==> src/tcc_pkg.sv <==
// Purpose: Shared constants and types for the timer 3/4 control block.
// Assumes: Byte-wide register port, one 25 MHz clock.
// Notes: Offsets are byte addresses on the plain register port.
package tcc_pkg;
    // ********************************************************************
    // Register map
    // ********************************************************************
    localparam logic [7:0] OFS_TIMER3_CONTROL = 8'h18;
    localparam logic [7:0] OFS_TIMER4_CONTROL = 8'h19;
    localparam logic [7:0] OFS_TIMER3_COMPARE = 8'h1a;
    localparam logic [7:0] OFS_TIMER3_PWIDTH = 8'h1b;
    localparam logic [7:0] OFS_TIMER4_COMPARE = 8'h1c;
    localparam logic [7:0] OFS_TIMER4_PWIDTH = 8'h1d;
    localparam logic [7:0] OFS_TIMER3_COUNT = 8'h1e;
    localparam logic [7:0] OFS_TIMER4_COUNT = 8'h1f;
    localparam logic [7:0] OFS_CLOCK_CONFIG = 8'h20;

    // ********************************************************************
    // Control and clock config register fields and reset values
    // ********************************************************************
    localparam int POS_PRESET = 7;
    localparam int POS_CLKSEL_HI = 6;
    localparam int POS_CLKSEL_LO = 4;
    localparam int POS_RUN = 3;
    localparam int POS_MODE_HI = 2;
    localparam int POS_MODE_LO = 0;
    localparam int POS_DIV_OPTION = 0;
    localparam int POS_LOW_SPEED = 1;
    localparam logic [7:0] RST_CONTROL = 8'h00;
    localparam logic [7:0] RST_DATA = 8'h00;
    localparam logic [7:0] RST_CONFIG = 8'h00;

    // ********************************************************************
    // Prescaler widths
    // ********************************************************************
    localparam int FAST_DIV_BITS = 11;
    localparam int SLOW_DIV_BITS = 3;

    // Clock select codes.
    typedef enum logic [2:0] {
        CK_FAST_2048 = 3'h0,
        CK_FAST_128 = 3'h1,
        CK_FAST_32 = 3'h2,
        CK_FAST_8 = 3'h3,
        CK_SLOW = 3'h4,
        CK_FAST_2 = 3'h5,
        CK_FAST = 3'h6,
        CK_EXT_PIN = 3'h7
    } tcc_clksel_t;

    // Operating mode codes.
    typedef enum logic [2:0] {
        MD_TIMER8 = 3'h0,
        MD_PDO8 = 3'h1,
        MD_PWM8 = 3'h2,
        MD_CASCADE = 3'h3,
        MD_TIMER16 = 3'h4,
        MD_WARMUP = 3'h5,
        MD_PWM16 = 3'h6,
        MD_PPG16 = 3'h7
    } tcc_mode_t;
endpackage

==> src/tcc_prescaler.sv <==
// Purpose: Fast and slow clock prescaler giving one-cycle tick enables.
// Assumes: Slow clock pin is already synchronised to CLK.
// Notes: Ticks are single cycles of CLK.
`timescale 1ns/1ns
module tcc_prescaler
    import tcc_pkg::*;
(
    input wire logic clk,
    input wire logic rst_n,
    input wire logic slow_level,
    output logic tick_fast_2,
    output logic tick_fast_8,
    output logic tick_fast_32,
    output logic tick_fast_128,
    output logic tick_fast_2048,
    output logic tick_slow,
    output logic tick_slow_8
);
    logic [FAST_DIV_BITS-1:0] fast_cnt_q, fast_cnt_d;
    logic [SLOW_DIV_BITS-1:0] slow_cnt_q, slow_cnt_d;
    logic slow_prev_q, slow_prev_d;

    // Free-running dividers; the slow one advances on slow clock rising edges.
    always_comb begin
        fast_cnt_d = fast_cnt_q + 1'b1;
        slow_prev_d = slow_level;
        slow_cnt_d = tick_slow ? slow_cnt_q + 1'b1 : slow_cnt_q;
    end

    always_ff @(posedge clk) begin
        if (!rst_n) begin
            fast_cnt_q <= '0;
            slow_cnt_q <= '0;
            slow_prev_q <= 1'b0;
        end else begin
            fast_cnt_q <= fast_cnt_d;
            slow_cnt_q <= slow_cnt_d;
            slow_prev_q <= slow_prev_d;
        end
    end

    // A divided tick fires when the low bits of its divider are all ones; tick_slow fires on a slow clock rising edge.
    assign tick_fast_2 = fast_cnt_q[0];
    assign tick_fast_8 = &fast_cnt_q[2:0];
    assign tick_fast_32 = &fast_cnt_q[4:0];
    assign tick_fast_128 = &fast_cnt_q[6:0];
    assign tick_fast_2048 = &fast_cnt_q;
    assign tick_slow = slow_level & ~slow_prev_q;
    assign tick_slow_8 = tick_slow & (&slow_cnt_q);
endmodule // tcc_prescaler

==> src/tcc_timer34.sv <==
// Purpose: Control of timer 3 and its cascade into timer 4.
// Assumes: Register port strobes from CLK logic; pins are asynchronous.
// Notes: Counters are minimal up counters giving ticks and overflow.
// Function
// - Timer 3 control is 8 bits: preset, clock select, run, mode; resets zero.
// - Clock select picks fast divisions, slow clock, or external pin.
// - Low-speed modes allow only slow sources, pin, or fast clock for warm-up.
// - Mode field: timer, divider output, 8-bit PWM, cascade; top bit reserved.
// - Mode 011 joins both counters; timer 4 mode picks the 16-bit function.
// - Cascade uses timer 3 clock select but timer 4 run and preset.
// - Run 0 stops and clears; run 1 starts; stop write keeps fields.
// - Timer 3 pulse width may change live only in PWM modes.
// - Timer 4 pulse width may change live only in PWM modes.
// - Timer 4 mode: 100 timer16, 101 warm-up, 110 PWM16, 111 PPG16.
// - Timer 4 upper-byte modes count timer 3 overflow, ignoring own select.
//
// Added by the designer: the address-and-strobe port.
`timescale 1ns/1ns
module tcc_timer34
    import tcc_pkg::*;
(
    input wire logic CLK,
    input wire logic RST_N,
    input wire logic [7:0] ADDR,
    input wire logic [7:0] WDATA,
    input wire logic WR,
    input wire logic RD,
    output logic [7:0] RDATA,
    input wire logic SLOW_CLK_PIN,
    input wire logic EXT_COUNT3_PIN,
    input wire logic EXT_COUNT4_PIN,
    output logic TIMER3_RUNNING,
    output logic TIMER4_RUNNING,
    output logic TIMER3_FF,
    output logic TIMER4_FF,
    output logic CASCADE_16BIT,
    output logic TIMER3_OVERFLOW,
    output logic TIMER4_OVERFLOW
);
    import tcc_pkg::*;

    // ********************************************************************
    // Pin synchronisers
    // ********************************************************************
    logic [2:0] sync1_q, sync2_q;
    logic ext3_prev_q, ext4_prev_q;

    // Two flops per pin; only the second stage is used by logic.
    always_ff @(posedge CLK) begin
        if (!RST_N) begin
            sync1_q <= '0;
            sync2_q <= '0;
            ext3_prev_q <= 1'b0;
            ext4_prev_q <= 1'b0;
        end else begin
            sync1_q <= {EXT_COUNT4_PIN, EXT_COUNT3_PIN, SLOW_CLK_PIN};
            sync2_q <= sync1_q;
            ext3_prev_q <= sync2_q[1];
            ext4_prev_q <= sync2_q[2];
        end
    end

    logic ext3_tick, ext4_tick;
    assign ext3_tick = sync2_q[1] & ~ext3_prev_q;
    assign ext4_tick = sync2_q[2] & ~ext4_prev_q;

    logic t_f2, t_f8, t_f32, t_f128, t_f2048, t_slow, t_slow8;

    // Prescaler for all internal source clocks.
    tcc_prescaler u_prescaler (
        .clk(CLK),
        .rst_n(RST_N),
        .slow_level(sync2_q[0]),
        .tick_fast_2(t_f2),
        .tick_fast_8(t_f8),
        .tick_fast_32(t_f32),
        .tick_fast_128(t_f128),
        .tick_fast_2048(t_f2048),
        .tick_slow(t_slow),
        .tick_slow_8(t_slow8)
    );

    // ********************************************************************
    // Registers
    // ********************************************************************
    logic [7:0] ctl3_q, ctl3_d, ctl4_q, ctl4_d;
    logic [7:0] cmp3_q, cmp3_d, pw3_q, pw3_d, cmp4_q, cmp4_d, pw4_q, pw4_d;
    logic [7:0] cfg_q, cfg_d, rdata_q, rdata_d;
    logic [7:0] cnt3_q, cnt3_d, cnt4_q, cnt4_d;
    logic ff3_q, ff3_d, ff4_q, ff4_d;

    logic cascade, run3, run4, low_speed, div_opt, warmup;
    logic tick3, tick4, ovf3, ovf4;

    assign low_speed = cfg_q[POS_LOW_SPEED];
    assign div_opt = cfg_q[POS_DIV_OPTION];
    assign cascade = (ctl3_q[POS_MODE_HI:POS_MODE_LO] == MD_CASCADE);
    assign warmup = cascade && (ctl4_q[POS_MODE_HI:POS_MODE_LO] == MD_WARMUP);
    // In cascade the pair follows the timer 4 run bit.
    assign run3 = cascade ? ctl4_q[POS_RUN] : ctl3_q[POS_RUN];
    assign run4 = ctl4_q[POS_RUN];

    // Tests whether a mode lets its pulse width register change live.
    function automatic logic pwm_mode(input logic [2:0] m3, input logic [2:0] m4);
        pwm_mode = (m3 == MD_PWM8) || (m3 == MD_CASCADE && m4 == MD_PWM16);
    endfunction

    // Picks the count tick for a clock select code and power state.
    function automatic logic pick_tick(input logic [2:0] sel, input logic ext, input logic wu);
        logic t;
        t = 1'b0;
        case (sel)
            CK_FAST_2048: t = (div_opt || low_speed) ? t_slow8 : t_f2048;
            CK_FAST_128: t = !low_speed && t_f128;
            CK_FAST_32: t = !low_speed && t_f32;
            CK_FAST_8: t = !low_speed && t_f8;
            CK_SLOW: t = t_slow;
            CK_FAST_2: t = !low_speed && t_f2;
            CK_FAST: t = !low_speed || wu;
            CK_EXT_PIN: t = ext;
            default: t = 1'b0;
        endcase
        pick_tick = t;
    endfunction

    // Timer 3 uses its own select; timer 4 counts overflow in upper-byte modes.
    // A process is used because the tick picker reads prescaler ticks that are not its arguments.
    always_comb begin
        tick3 = run3 && pick_tick(ctl3_q[POS_CLKSEL_HI:POS_CLKSEL_LO], ext3_tick, warmup);
        tick4 = run4 && (ctl4_q[POS_MODE_HI] ? ovf3 :
                pick_tick(ctl4_q[POS_CLKSEL_HI:POS_CLKSEL_LO], ext4_tick, 1'b0));
    end
    // In cascade timer 3 is the low byte and wraps at full scale.
    assign ovf3 = tick3 && (cascade ? (cnt3_q == 8'hff) : (cnt3_q == cmp3_q));
    assign ovf4 = tick4 && (cnt4_q == cmp4_q);

    logic wr3, wr4, start3, stop3, start4, stop4;
    assign wr3 = WR && (ADDR == OFS_TIMER3_CONTROL);
    assign wr4 = WR && (ADDR == OFS_TIMER4_CONTROL);
    assign start3 = wr3 && WDATA[POS_RUN] && !ctl3_q[POS_RUN];
    assign stop3 = wr3 && !WDATA[POS_RUN] && ctl3_q[POS_RUN];
    assign start4 = wr4 && WDATA[POS_RUN] && !ctl4_q[POS_RUN];
    assign stop4 = wr4 && !WDATA[POS_RUN] && ctl4_q[POS_RUN];

    // ********************************************************************
    // Register write and counting
    // ********************************************************************
    always_comb begin
        ctl3_d = ctl3_q;
        ctl4_d = ctl4_q;
        cmp3_d = cmp3_q;
        pw3_d = pw3_q;
        cmp4_d = cmp4_q;
        pw4_d = pw4_q;
        cfg_d = cfg_q;
        // A stop write only drops the run bit; other fields are kept.
        if (wr3) begin
            ctl3_d = ctl3_q[POS_RUN] ? {ctl3_q[7:4], WDATA[POS_RUN], ctl3_q[2:0]} : WDATA;
        end
        if (wr4) begin
            ctl4_d = ctl4_q[POS_RUN] ? {ctl4_q[7:4], WDATA[POS_RUN], ctl4_q[2:0]} : WDATA;
        end
        // Compare registers load only while stopped.
        if (WR && ADDR == OFS_TIMER3_COMPARE && !run3) begin
            cmp3_d = WDATA;
        end
        if (WR && ADDR == OFS_TIMER4_COMPARE && !run4) begin
            cmp4_d = WDATA;
        end
        // Pulse width registers load live only in PWM modes.
        if (WR && ADDR == OFS_TIMER3_PWIDTH &&
            (!run3 || pwm_mode(ctl3_q[2:0], ctl4_q[2:0]))) begin
            pw3_d = WDATA;
        end
        if (WR && ADDR == OFS_TIMER4_PWIDTH &&
            (!run4 || pwm_mode(ctl3_q[2:0], ctl4_q[2:0]))) begin
            pw4_d = WDATA;
        end
        if (WR && ADDR == OFS_CLOCK_CONFIG) begin
            cfg_d = {6'h00, WDATA[1:0]};
        end
    end

    // Counters clear when stopped; flip-flops take the preset at start, timer 3's only outside cascade.
    always_comb begin
        cnt3_d = cnt3_q;
        cnt4_d = cnt4_q;
        ff3_d = ff3_q;
        ff4_d = ff4_q;
        if (!run3 || stop3 || (cascade && stop4)) begin
            cnt3_d = 8'h00;
        end else if (tick3) begin
            cnt3_d = ovf3 ? 8'h00 : cnt3_q + 8'h01;
        end
        if (!run4 || stop4) begin
            cnt4_d = 8'h00;
        end else if (tick4) begin
            cnt4_d = ovf4 ? 8'h00 : cnt4_q + 8'h01;
        end else begin
            cnt4_d = cnt4_q;
        end
        if (start3 && !cascade) begin
            ff3_d = WDATA[POS_PRESET];
        end else if (ovf3 && !cascade) begin
            ff3_d = ~ff3_q;
        end
        if (start4) begin
            ff4_d = WDATA[POS_PRESET];
        end else if (ovf4) begin
            ff4_d = ~ff4_q;
        end
    end

    // Read data returns in the cycle after the read strobe.
    always_comb begin
        rdata_d = 8'h00;
        if (RD) begin
            case (ADDR)
                OFS_TIMER3_CONTROL: rdata_d = ctl3_q;
                OFS_TIMER4_CONTROL: rdata_d = ctl4_q;
                OFS_TIMER3_COMPARE: rdata_d = cmp3_q;
                OFS_TIMER3_PWIDTH: rdata_d = pw3_q;
                OFS_TIMER4_COMPARE: rdata_d = cmp4_q;
                OFS_TIMER4_PWIDTH: rdata_d = pw4_q;
                OFS_TIMER3_COUNT: rdata_d = cnt3_q;
                OFS_TIMER4_COUNT: rdata_d = cnt4_q;
                OFS_CLOCK_CONFIG: rdata_d = cfg_q;
                default: rdata_d = 8'h00;
            endcase
        end
    end

    always_ff @(posedge CLK) begin
        if (!RST_N) begin
            ctl3_q <= RST_CONTROL;
            ctl4_q <= RST_CONTROL;
            cmp3_q <= RST_DATA;
            pw3_q <= RST_DATA;
            cmp4_q <= RST_DATA;
            pw4_q <= RST_DATA;
            cfg_q <= RST_CONFIG;
            rdata_q <= RST_DATA;
            cnt3_q <= RST_DATA;
            cnt4_q <= RST_DATA;
            ff3_q <= 1'b0;
            ff4_q <= 1'b0;
        end else begin
            ctl3_q <= ctl3_d;
            ctl4_q <= ctl4_d;
            cmp3_q <= cmp3_d;
            pw3_q <= pw3_d;
            cmp4_q <= cmp4_d;
            pw4_q <= pw4_d;
            cfg_q <= cfg_d;
            rdata_q <= rdata_d;
            cnt3_q <= cnt3_d;
            cnt4_q <= cnt4_d;
            ff3_q <= ff3_d;
            ff4_q <= ff4_d;
        end
    end

    // ********************************************************************
    // Outputs
    // ********************************************************************
    assign RDATA = rdata_q;
    assign TIMER3_RUNNING = run3;
    assign TIMER4_RUNNING = run4;
    assign TIMER3_FF = ff3_q;
    assign TIMER4_FF = ff4_q;
    assign CASCADE_16BIT = cascade;
    assign TIMER3_OVERFLOW = ovf3;
    assign TIMER4_OVERFLOW = ovf4;
endmodule // tcc_timer34

==> config.mk <==
export PLATFORM = sky130hd
export DESIGN_NAME = tcc_timer34
export DESIGN_NICKNAME = d
export VERILOG_FILES = /design/src/tcc_pkg.sv /design/src/tcc_prescaler.sv /design/src/tcc_timer34.sv
export SDC_FILE = /design/constraint.sdc
export NUM_CORES = 1
export LEC_CHECK = 0
export ABC_AREA = 1
export ABC_CLOCK_PERIOD_IN_PS = 1850
export BUFFER_PORTS_ARGS = -buffer_cell sky130_fd_sc_hd__buf_4
export CAP_MARGIN = 20
export CELL_PAD_IN_SITES_DETAIL_PLACEMENT = 0
export CELL_PAD_IN_SITES_GLOBAL_PLACEMENT = 1
export CORE_ASPECT_RATIO = 1.1
export CORE_MARGIN = 10
export CORE_UTILIZATION = 39
export CTS_BUF_LIST = sky130_fd_sc_hd__clkbuf_4 sky130_fd_sc_hd__clkbuf_8 sky130_fd_sc_hd__clkbuf_16
export CTS_CLUSTER_DIAMETER = 30
export DETAILED_ROUTE_END_ITERATION = 8
export GPL_TIMING_DRIVEN = 0
export PLACE_DENSITY_LB_ADDON = 0.25
export REMOVE_ABC_BUFFERS = 1
export SETUP_SLACK_MARGIN = 0.3
export SLEW_MARGIN = 20
export SYNTH_ARGS = -nofsm -noshare
export SYNTH_HDL_FRONTEND = slang
export SYNTH_HIERARCHICAL = 1
export SYNTH_SLANG_ARGS = --single-unit
==> constraint.sdc <==
create_clock -name CLK -period 1.85 [get_ports CLK]
set_input_delay 0.0925 -clock CLK [delete_from_list [all_inputs] [get_ports CLK]]
set_output_delay 0.0925 -clock CLK [all_outputs]
set_load 0.05 [all_outputs]
==> results of run 1 <==
-- layout make-up --
type,count,area share
Multi-Input combinational cell,486,0.430
Clock buffer,13,0.0404
Sequential cell,99,0.309
Tap cell,154,0.0298
Clock inverter,2,0.00928
Timing Repair Buffer,83,0.114
Inverter,113,0.0680
-- cell families after synthesis --
kind of cell	share of synthesized area
DFF	0.403
xor gates and xnor gates	0.0125
adders and majority gates	0.0178
buffers and inverters	0.107
AOI/OAI and AO/OA	0.189
and+or+nand+nor	0.270
-- registers in the layout, summed over array words and instances (netlist names), 8 cells and up --
| signal | flops |
|---|---|
| ctl4_q | 8 |
| ctl3_q | 8 |
| cmp3_q | 8 |
| pw3_q | 8 |
| pw4_q | 8 |
| cnt3_q | 8 |
| u_prescaler/fast_cnt_q | 11 |
| cmp4_q | 8 |
| RDATA | 8 |
| cnt4_q | 8 |
-- tightest hold or removal path, delay by kind of cell --
kind,cells,cell delay [ps]
AOI/OAI and AO/OA,1,60
buffers and inverters,1,140
and+or+nand+nor,1,60
-- power by group --
| group | internal (uW) | switching, uW | leakage (uW) |
|---|---|---|---|
| registers | 2150 | 13.3 | 0.000805 |
| clock network | 1260 | 804 | 0.000160 |
| logic | 78.3 | 131 | 0.00172 |
| total | 3490 | 949 | 0.00269 |
-- Yosys cell counts, drive strengths merged --
cell type	number	area share
a211oi	4	0.0061
a21oi	73	0.074
a221oi	4	0.0071
a31o	1	0.0018
a31oi	4	0.0051
and2	1	0.0013
buf	8	0.014
clkbuf	9	0.0069
dfxtp	99	0.40
ha	7	0.018
inv	113	0.086
nand2	152	0.12
nand3	39	0.045
nand3b	1	0.0015
nand4	8	0.011
nor2	77	0.066
nor3	13	0.018
nor3b	2	0.0031
nor4	4	0.0051
o211ai	1	0.0015
o21ai	76	0.080
o21bai	1	0.0015
o221ai	2	0.0036
o22ai	6	0.0076
or2	1	0.0013
xnor2	4	0.0071
xor2	3	0.0053
-- how the worst max path moves through the flow --
stage                                         start         endpoint  slack [ps]  depth (start not counted)
after floorplan                           ctl4_q[3]  TIMER4_OVERFLOW        -700                         10
after global placement                    ctl3_q[0]        cnt4_q[5]        -720                         12
after detailed placement                  ctl3_q[0]        cnt4_q[5]        -730                         12
after CTS                 u_prescaler/fast_cnt_q[1]  TIMER4_OVERFLOW        -410                         15
after global routing      u_prescaler/fast_cnt_q[0]  TIMER4_OVERFLOW        -450                         16
final                     u_prescaler/fast_cnt_q[0]  TIMER4_OVERFLOW        -330                         16
-- placed cells by master (no fill, tap or decap), types with 3 or more instances in the layout --
cell type                       netlist  layout
sky130_fd_sc_hd__nand2_1            148     133
sky130_fd_sc_hd__inv_1              111     100
sky130_fd_sc_hd__dfxtp_1             99      89
sky130_fd_sc_hd__a21oi_1             73      66
sky130_fd_sc_hd__buf_4                2      64
sky130_fd_sc_hd__nor2_1              71      62
sky130_fd_sc_hd__o21ai_0             72      60
sky130_fd_sc_hd__nand3_1             34      29
sky130_fd_sc_hd__nand2_2              4      12
sky130_fd_sc_hd__o21ai_2              4      11
sky130_fd_sc_hd__clkbuf_16            0      10
sky130_fd_sc_hd__nand3_2              5       9
sky130_fd_sc_hd__nor2_4               4       9
sky130_fd_sc_hd__buf_6                4       9
sky130_fd_sc_hd__nor3_1              10       8
sky130_fd_sc_hd__nand4_1              7       7
sky130_fd_sc_hd__inv_2                2       7
sky130_fd_sc_hd__dfxtp_2              0       7
sky130_fd_sc_hd__nor2_2               2       6
sky130_fd_sc_hd__a21oi_2              0       6
sky130_fd_sc_hd__o22ai_1              6       6
sky130_fd_sc_hd__inv_4                0       5
sky130_fd_sc_hd__nand2_4              0       5
sky130_fd_sc_hd__o21ai_1              0       4
sky130_fd_sc_hd__xnor2_1              4       4
sky130_fd_sc_hd__nor3_4               1       4
sky130_fd_sc_hd__a31oi_1              4       4
sky130_fd_sc_hd__a221oi_1             4       4
sky130_fd_sc_hd__ha_1                 7       4
sky130_fd_sc_hd__dlygate4sd3_1        0       4
sky130_fd_sc_hd__nand3_4              0       3
sky130_fd_sc_hd__nor4_2               0       3
sky130_fd_sc_hd__xor2_1               3       3
sky130_fd_sc_hd__a211oi_1             4       3
sky130_fd_sc_hd__clkbuf_4             0       3
sky130_fd_sc_hd__dfxtp_4              0       3
sky130_fd_sc_hd__buf_12               0       3
-- stage by stage --
| step | cells | setup slack (ps) | hold slack (ps) | area, sq um | total power [uW] |
|---|---|---|---|---|---|
| global placement | 887 | -723 | 275 | 5280 | 2380 |
| detailed placement | 888 | -730 | 283 | 5300 | 2380 |
| CTS | 930 | -414 | 33.4 | 6110 | 4460 |
| finish | 950 | -332 | 39.5 | 6470 | 4440 |
| global route | 950 | -454 | 42.0 | 6470 | 4580 |
| floorplan | 696 | -699 | 186 | 4810 | 2280 |
-- layer usage --
layer / share of wire / wire length (microns) / up-vias / GRT usage
met1: 0.44 / 6880 / 2301 / 0.224
met2: 0.47 / 7280 / 153 / 0.285
met3: 0.059 / 921 / 34 / 0.0334
li1: - / - / 2494 / -
met4: 0.028 / 435 / 0 / 0.0690
met5: 0 / 0 / - / 0
-- repair_timing --
item | 4_1_cts | 5_1_grt
hold buffers | 4 | 0
cloned | 2 | 1
setup buffers | 21 | 19
endpoints found under the hold margin | 4 | 0
resized for setup | 82 | 54
pin swaps | 19 | 24
setup endpoints to repair | 67 | 75
==> impl_metrics.toml, run 1 <==
[outcome]
run_status = "complete, but fails checks"
violations_in_the_final_reports = "negative setup slack"

[worst_setup_path]
worst-endpoint-required_ps = 1760
worst_setup_path_end_kind = "output pin"
worst_path_dominant_cell_family = "simple AND/OR/NAND/NOR gates"
crit_path_max_fanout = 4
r2r-start = "u_prescaler/fast_cnt_q[0]"
startpoint_type = "flop"
r2r_end = "cnt3_q[7]"
rr_worst_depth = 18
critical_path_s_slowest_cell = "sky130_fd_sc_hd__dfxtp_4"
cp_num_buf_inv = 4
critPathArrivalTime_ps = 2090
timing.reg2reg.setup_slack_ps = -310
path_cells = "ha_4 -> nand2_4 -> nor2_4 -> nand2_2 -> inv_2 -> nand3_2 -> nand3_2 -> nand2_2 -> nand2_2 -> nand2_4 -> inv_4 -> nand2_8 -> nand2_4 -> nand3_4 -> inv_2 -> buf_8"
timing_worst_setup_path_type = "flop to output pin"
critical_path.max_stage_delay_ps = 360

[clocking]
tritoncts.num_buffers = 9
clock-root-buffer = "sky130_fd_sc_hd__clkbuf_16"
tritoncts = "yes"
worst_setup_hold_path_clk_slew_ps = 60
h-tree-depth = 3
clock_net_sink_count = 99
cts_buffer_depth = 2
clock_network_latency_to_the_later_pin_of_the_worst_skew_pair_ps = 350

[layout]
antennaDiodeCount = 0
filler_cells_inserted = 1177
sequential_cell_area_sq_mm = 0.00200
final_layout_size_suffix_gt1_frac = 0.250
fin_util = 0.531
nNetsFinal = 822
syn2layout_area_growth_pct = 31.7
multiInputGateArea_sq_mm = 0.00278

[sta]
final-hold-violation-count = 0
fin_ws_ps = -332
timing_worst_slew_pin_value_ps = 743
setup_violations = 20
period_minus_slack_ps = 2180
final.period_utilization = 1.18
timing_max_transition_violations_final = 0
rsz_0062_raised_after_global_routing = "yes"
fin_tns_setup_ps = -3930
timing.slew.headroom = 0.501
clock-skew-final_ps = 9.13
max_freq_mhz = 458

[die]
top_level_ports = 38
fp.dieArea_sq_mm = 0.0175
core_sq_mm = 0.0122
chipWidth_microns = 127
initial_utilization = 0.403
chipHeight_microns = 138
std_cell_rows = 42

[synthesis]
yosysWarningCount = 6
syn_inst = 713
synth_sequential_area_ratio = 0.403
synthDistinctLibCells = 38
synth.cell_area_sq_mm = 0.00492
synth_area_per_cell_sq_um = 6.89
ys_ff_latch = 99

[run]
max_cap_violations = 0

[power_and_ir_drop]
power_density_mw_per_mm2 = 685
power.ir.vdd_worst_v = 0.000445
p_leak_uw = 0.00269

[hold_path]
hold_path_depth = 3
hold_path_end = "ctl4_q[3]"
worst_hold_path_type = "primary input to flop"
startpoint_of_the_tightest_hold_check_path = "WR"

[drt]
drt-total-wl_microns = 15500
dr_total_vias = 4982
initialDrtViolationCount = 422
wl_per_cell_microns = 16.3
routed_via_density = 5.24
drt-pass1-iter-count = 7
route.antenna.remaining_nets = 0
drc = 0

[placed_design]
port_buffers = 37
rd_place_congestion = 0.852
hpwl_microns = 10700

[global_route]
first_global_vias = 4596
wire_length_of_the_first_global_routing_pass_microns = 24400
grt_start_max_net_pins = 75
all_layer_global_routing_usage = 0.175
globalRouteOverflowTotal = 0
antenna_violations_before_repair = 0
Power figures use the tool's default switching activity.
==> run 2, diff against run 1 <==
--- a/config.mk
+++ b/config.mk
@@ -11,10 +11,9 @@
 export CAP_MARGIN = 20
 export CELL_PAD_IN_SITES_DETAIL_PLACEMENT = 0
 export CELL_PAD_IN_SITES_GLOBAL_PLACEMENT = 1
-export CORE_ASPECT_RATIO = 1.1
+export CORE_ASPECT_RATIO = 0.7
 export CORE_MARGIN = 10
 export CORE_UTILIZATION = 39
-export CTS_BUF_LIST = sky130_fd_sc_hd__clkbuf_4 sky130_fd_sc_hd__clkbuf_8 sky130_fd_sc_hd__clkbuf_16
 export CTS_CLUSTER_DIAMETER = 30
 export DETAILED_ROUTE_END_ITERATION = 8
 export GPL_TIMING_DRIVEN = 0
==> impl_metrics.toml, run 2 (same netlist as run 1, synthesis figures left out) <==
[worst_setup_path]
timing_worst_setup_path_type = "flop to output pin"
critPathArrivalTime_ps = 2140
startpoint_type = "flop"
crit_path_max_fanout = 4
rr_worst_depth = 16
worst-endpoint-required_ps = 1760
cp-endpoint = "TIMER4_OVERFLOW"
r2r_end = "cnt3_q[7]"
worst_setup_path_end_kind = "output pin"
critPathLaunch = "u_prescaler/fast_cnt_q[0]"
r2r-start = "u_prescaler/slow_cnt_q[0]"
timing.reg2reg.setup_slack_ps = -330

[die]
top_level_ports = 38
fp.dieArea_sq_mm = 0.0176
initial_utilization = 0.397
core_sq_mm = 0.0124
std_cell_rows = 34
chipWidth_microns = 154
chipHeight_microns = 114

[power_and_ir_drop]
power_density_mw_per_mm2 = 625
design_power_total_uw = 4140
p_leak_uw = 0.00268
power.ir.vdd_worst_v = 0.000426

[layout]
top_reg_by_flops = "u_prescaler/fast_cnt_q"
nNetsFinal = 826
antennaDiodeCount = 0
mostFrequentLayoutCells = "sky130_fd_sc_hd__nand2_1 (135), sky130_fd_sc_hd__inv_1 (101), sky130_fd_sc_hd__dfxtp_1 (90), sky130_fd_sc_hd__buf_4 (57), sky130_fd_sc_hd__nor2_1 (56)"
filler_cells_inserted = 1184
largest_register_ff_count = 11
commonest_non_fill_non_tap_cell_in_the_layout = "sky130_fd_sc_hd__nand2_1"
fin_util = 0.535
final_layout_size_suffix_gt1_frac = 0.276
syn2layout_area_growth_pct = 34.7

[hold_path]
worst_hold_path_type = "primary input to flop"
hold_path_depth = 3

[global_route]
globalRouteOverflowTotal = 0
antenna_violations_before_repair = 0
grt_start_max_net_pins = 75
wire_length_of_the_first_global_routing_pass_microns = 24800
first_global_vias = 4561
all_layer_global_routing_usage = 0.175

[drt]
drt-pass1-iter-count = 5
drc = 0
dr_total_vias = 5079
route.antenna.remaining_nets = 0
drt-total-wl_microns = 16300
initialDrtViolationCount = 451
wl_per_cell_microns = 16.9
routed_via_density = 5.28

[sta]
max_freq_mhz = 449
final.period_utilization = 1.20
period_minus_slack_ps = 2230
timing.slew.headroom = 0.534
fin_tns_setup_ps = -5600
timing_max_transition_violations_final = 0
rsz_0062_raised_after_global_routing = "yes"
final-hold-violation-count = 0
fin_ws_ps = -378
setup_violations = 20
clock-skew-final_ps = 7.84
timing_worst_slew_pin_value_ps = 695

[clocking]
clock_net_sink_count = 99
tritoncts.num_buffers = 9
cts_buffer_depth = 2
h-tree-depth = 3
tritoncts = "yes"
clock_network_latency_to_the_later_pin_of_the_worst_skew_pair_ps = 350
worst_setup_hold_path_clk_slew_ps = 70
clock-root-buffer = "sky130_fd_sc_hd__clkbuf_16"

[placed_design]
hpwl_microns = 11200
port_buffers = 37
rd_place_congestion = 0.900

[outcome]
run_status = "complete, but fails checks"
violations_in_the_final_reports = "negative setup slack"

[run]
max_cap_violations = 0
==> run 2: cell type report <==
type	instances	area (sq um)	area share
clock buffers	11	243	0.0367
clock inverters	4	27.5	0.00416
inverters	113	443	0.0669
multi-input cells	488	2910	0.440
flip-flops and latches	99	2010	0.303
well taps	162	203	0.0306
repair buffers	85	787	0.119
==> run 2: critical path, cell delays in order, from the launching register on <==
cell and delay (ps):
sky130_fd_sc_hd__dfxtp_4 370, sky130_fd_sc_hd__ha_4 150, sky130_fd_sc_hd__nand2_4 60, sky130_fd_sc_hd__nor2_4 150, sky130_fd_sc_hd__nand3_2 100, sky130_fd_sc_hd__inv_2 70, sky130_fd_sc_hd__nand2_1 60, sky130_fd_sc_hd__nand2_2 90
sky130_fd_sc_hd__o21ai_2 70, sky130_fd_sc_hd__inv_2 70, sky130_fd_sc_hd__nand2_4 70, sky130_fd_sc_hd__inv_4 80, sky130_fd_sc_hd__nand2_8 70, sky130_fd_sc_hd__nand2_4 90, sky130_fd_sc_hd__nand3_4 60, sky130_fd_sc_hd__inv_2 70
sky130_fd_sc_hd__buf_8 140
==> run 2: worst min path at each step <==
| stage | start | endpoint | slack (ps) |
|---|---|---|---|
| after detailed placement | EXT_COUNT4_PIN | sync1_q[2] | 280 |
| after global routing | RD | RDATA[2] | 40 |
| after CTS | RD | RDATA[2] | 4 |
| final | RD | RDATA[2] | 20 |
| after global placement | EXT_COUNT3_PIN | sync1_q[1] | 280 |
| after floorplan | RST_N | sync1_q[0] | 190 |
==> run 2: power breakdown <==
part / internal, uW / switching (uW) / leakage (uW)
clock: 940 / 822 / 0.000124
combinational: 81.6 / 138 / 0.00175
sequential: 2140 / 13.5 / 0.000805
total: 3170 / 974 / 0.00268
==> run 2: metrics by stage <==
step / cells / hold WS [ps] / area, sq um / worst slack [ps]
after floorplan: 696 / 186 / 4810 / -699
after global placement: 895 / 282 / 5290 / -801
after detailed placement: 896 / 283 / 5310 / -779
after CTS: 941 / 3.91 / 6150 / -413
after global routing: 962 / 41.7 / 6620 / -502
final: 962 / 17.1 / 6620 / -378
==> run 2: routing by layer <==
metal  wire length [microns]  track usage
met3                    1050       0.0316
met1                    7850        0.253
met4                     257       0.0395
met5                       0            0
met2                    7100        0.264
==> run 2: timing repair <==
| action | in CTS | in global routing |
|---|---|---|
| gates cloned | 3 | 2 |
| gates resized for setup | 80 | 107 |
| hold buffers | 3 | 0 |
| hold endpoints to repair | 3 | 0 |
| setup buffers | 24 | 19 |
| setup endpoints to repair | 71 | 66 |
| pin swaps | 24 | 32 |
==> run 3, diff against run 2 <==
--- a/config.mk
+++ b/config.mk
@@ -7,17 +7,18 @@
 export LEC_CHECK = 0
 export ABC_AREA = 1
 export ABC_CLOCK_PERIOD_IN_PS = 1850
-export BUFFER_PORTS_ARGS = -buffer_cell sky130_fd_sc_hd__buf_4
+export BUFFER_PORTS_ARGS = -buffer_cell sky130_fd_sc_hd__clkbuf_2
 export CAP_MARGIN = 20
 export CELL_PAD_IN_SITES_DETAIL_PLACEMENT = 0
 export CELL_PAD_IN_SITES_GLOBAL_PLACEMENT = 1
 export CORE_ASPECT_RATIO = 0.7
 export CORE_MARGIN = 10
 export CORE_UTILIZATION = 39
+export CTS_BUF_LIST = sky130_fd_sc_hd__clkbuf_8 sky130_fd_sc_hd__clkbuf_16
 export CTS_CLUSTER_DIAMETER = 30
 export DETAILED_ROUTE_END_ITERATION = 8
 export GPL_TIMING_DRIVEN = 0
-export PLACE_DENSITY_LB_ADDON = 0.25
+export PLACE_DENSITY_LB_ADDON = 0.2
 export REMOVE_ABC_BUFFERS = 1
 export SETUP_SLACK_MARGIN = 0.3
 export SLEW_MARGIN = 20
==> impl_metrics.toml, run 3 (same netlist as run 1, synthesis figures left out) <==
[outcome]
run_status = "complete, but fails checks"
violations_in_the_final_reports = "negative setup slack"

[layout]
antennaDiodeCount = 0
top_reg_by_flops = "u_prescaler/fast_cnt_q"
syn2layout_area_growth_pct = 32.3
postLayoutCellArea_sq_mm = 0.00650
largest_register_ff_count = 11
nNetsFinal = 826
finalNonFillerCells = 963
final_layout_size_suffix_gt1_frac = 0.252
mostFrequentLayoutCells = "sky130_fd_sc_hd__nand2_1 (136), sky130_fd_sc_hd__inv_1 (103), sky130_fd_sc_hd__dfxtp_1 (92), sky130_fd_sc_hd__a21oi_1 (65), sky130_fd_sc_hd__nor2_1 (58)"
commonest_non_fill_non_tap_cell_in_the_layout = "sky130_fd_sc_hd__nand2_1"

[die]
fp.dieArea_sq_mm = 0.0176
core_sq_mm = 0.0124
initial_utilization = 0.397
top_level_ports = 38
std_cell_rows = 34
chipWidth_microns = 154
chipHeight_microns = 114

[placed_design]
rd_place_congestion = 0.926
numPlacedInstances = 896
placement.cell_area_sq_mm = 0.00522
port_buffers = 37
hpwl_microns = 11300

[hold_path]
startpoint_of_the_tightest_hold_check_path = "WR"
hold_path_depth = 3
worst_hold_path_type = "primary input to flop"
hold_path_end = "ctl4_q[3]"

[sta]
final.period_utilization = 1.23
timing_worst_slew_pin_value_ps = 705
clock-skew-final_ps = 5.88
setup_violations = 20
rsz_0062_raised_after_global_routing = "yes"
max_freq_mhz = 439
fin_ws_ps = -429
timing.slew.headroom = 0.530
timing_max_transition_violations_final = 0
period_minus_slack_ps = 2280
final-hold-violation-count = 0

[clocking]
clock_network_latency_to_the_later_pin_of_the_worst_skew_pair_ps = 350
h-tree-depth = 3
clock-root-buffer = "sky130_fd_sc_hd__clkbuf_16"
cts_buffer_depth = 2
clock_net_sink_count = 99
tritoncts = "yes"
worst_setup_hold_path_clk_slew_ps = 70
tritoncts.num_buffers = 9

[drt]
dr_total_vias = 5095
drt-pass1-iter-count = 5
wl_per_cell_microns = 17.0
routed_via_density = 5.29
initialDrtViolationCount = 422
drt-total-wl_microns = 16400
route.antenna.remaining_nets = 0
drc = 0

[worst_setup_path]
rr_worst_depth = 17
critPathArrivalTime_ps = 2190
worst_setup_path_end_kind = "output pin"
r2r-start = "u_prescaler/fast_cnt_q[1]"
path_cells = "ha_4 -> nand2_4 -> nor2_2 -> ha_2 -> nand2_2 -> a21oi_2 -> nand2_1 -> nand2_2 -> nand2_4 -> inv_4 -> nand2_8 -> nand2_4 -> nand3_4 -> inv_2 -> clkbuf_16"
startpoint_type = "flop"
r2r_end = "cnt4_q[1]"
crit_path_max_fanout = 3
critical_path_s_slowest_cell = "sky130_fd_sc_hd__dfxtp_4"
cp_num_buf_inv = 3
worst_path_dominant_cell_family = "simple AND/OR/NAND/NOR gates"
worst-endpoint-required_ps = 1760
critical_path.max_stage_delay_ps = 360
worstSetupPathDepth = 15
timing_worst_setup_path_type = "flop to output pin"
timing.reg2reg.setup_slack_ps = -410
worst_path_most_repeated_cell = "sky130_fd_sc_hd__nand2_4"

[global_route]
grt_start_max_net_pins = 75
antenna_violations_before_repair = 0
all_layer_global_routing_usage = 0.180
first_global_vias = 4586
globalRouteOverflowTotal = 0
wire_length_of_the_first_global_routing_pass_microns = 25300

[run]
max_cap_violations = 0

[power_and_ir_drop]
p_leak_uw = 0.00268
power.ir.vdd_worst_v = 0.000442
power_density_mw_per_mm2 = 664
[run 3: cell types whose count changed in the layout (fill, tap and decap cells not counted), sizes merged]
cell | before | now
dlygate4sd3 | 3 | 4
clkinv | 1 | 5
inv | 112 | 111
clkbuf | 12 | 44
bufinv | 0 | 1
clkinvlp | 4 | 2
buf | 81 | 47
[run 3: stage by stage]
step	power, uW	worst slack, ps	utilization	hold WS [ps]	setup TNS [ps]
after floorplan	2280	-699	-	186	-15710
after CTS	4330	-444	0.498	41.2	-5420
final	4320	-429	0.525	48.8	-6600
after global routing	4450	-560	0.525	73.4	-9170
after global placement	2370	-782	0.420	278	-33190
after detailed placement	2370	-787	0.422	279	-25430
[run 3: worst register-to-register path, delay by kind of cell, from the launching register on]
kind,cells,cell delay (ps)
simple gates,8,710
compound gates,3,410
buf+inv,4,400
flops,1,360
fa+ha+maj,2,310
[run 3: layer usage]
| layer | wire length, microns | share of wire | GRT usage |
|---|---|---|---|
| met5 | 0 | 0 | 0 |
| met4 | 274 | 0.017 | 0.0565 |
| met3 | 1170 | 0.071 | 0.0365 |
| met2 | 6990 | 0.43 | 0.264 |
| met1 | 7920 | 0.48 | 0.258 |
[run 3: worst max path at each step]
stage / from / to
final: u_prescaler/fast_cnt_q[1] / TIMER4_OVERFLOW
after global routing: u_prescaler/fast_cnt_q[1] / cnt4_q[1]
after CTS: u_prescaler/fast_cnt_q[0] / TIMER4_OVERFLOW
after detailed placement: ctl3_q[0] / cnt4_q[7]
after global placement: ctl3_q[0] / cnt4_q[7]
after floorplan: ctl4_q[3] / TIMER4_OVERFLOW
[run 3: cell type report]
type                       count  area, sq um
clock inverter                 6         65.1
timing repair buffer          85          708
tap                          162          203
fill                        1202         5870
multi-input combinational    488         2840
clock buffer                  10          239
inverter                     113          448
sequential                    99         2000
[run 3: repair_timing]
item / in CTS / in global routing
buffers inserted: 25 / 18
endpoints found under the setup margin: 70 / 77
gates resized for setup: 108 / 55
hold buffers: 4 / 0
pin swaps: 28 / 27
hold endpoints to repair: 4 / 0
cloned: 4 / 0
[run 3: report_power, final]
part	switching (uW)	internal, uW
combinational	135	68.7
clock	867	1090
sequential	14.7	2150
total	1020	3300
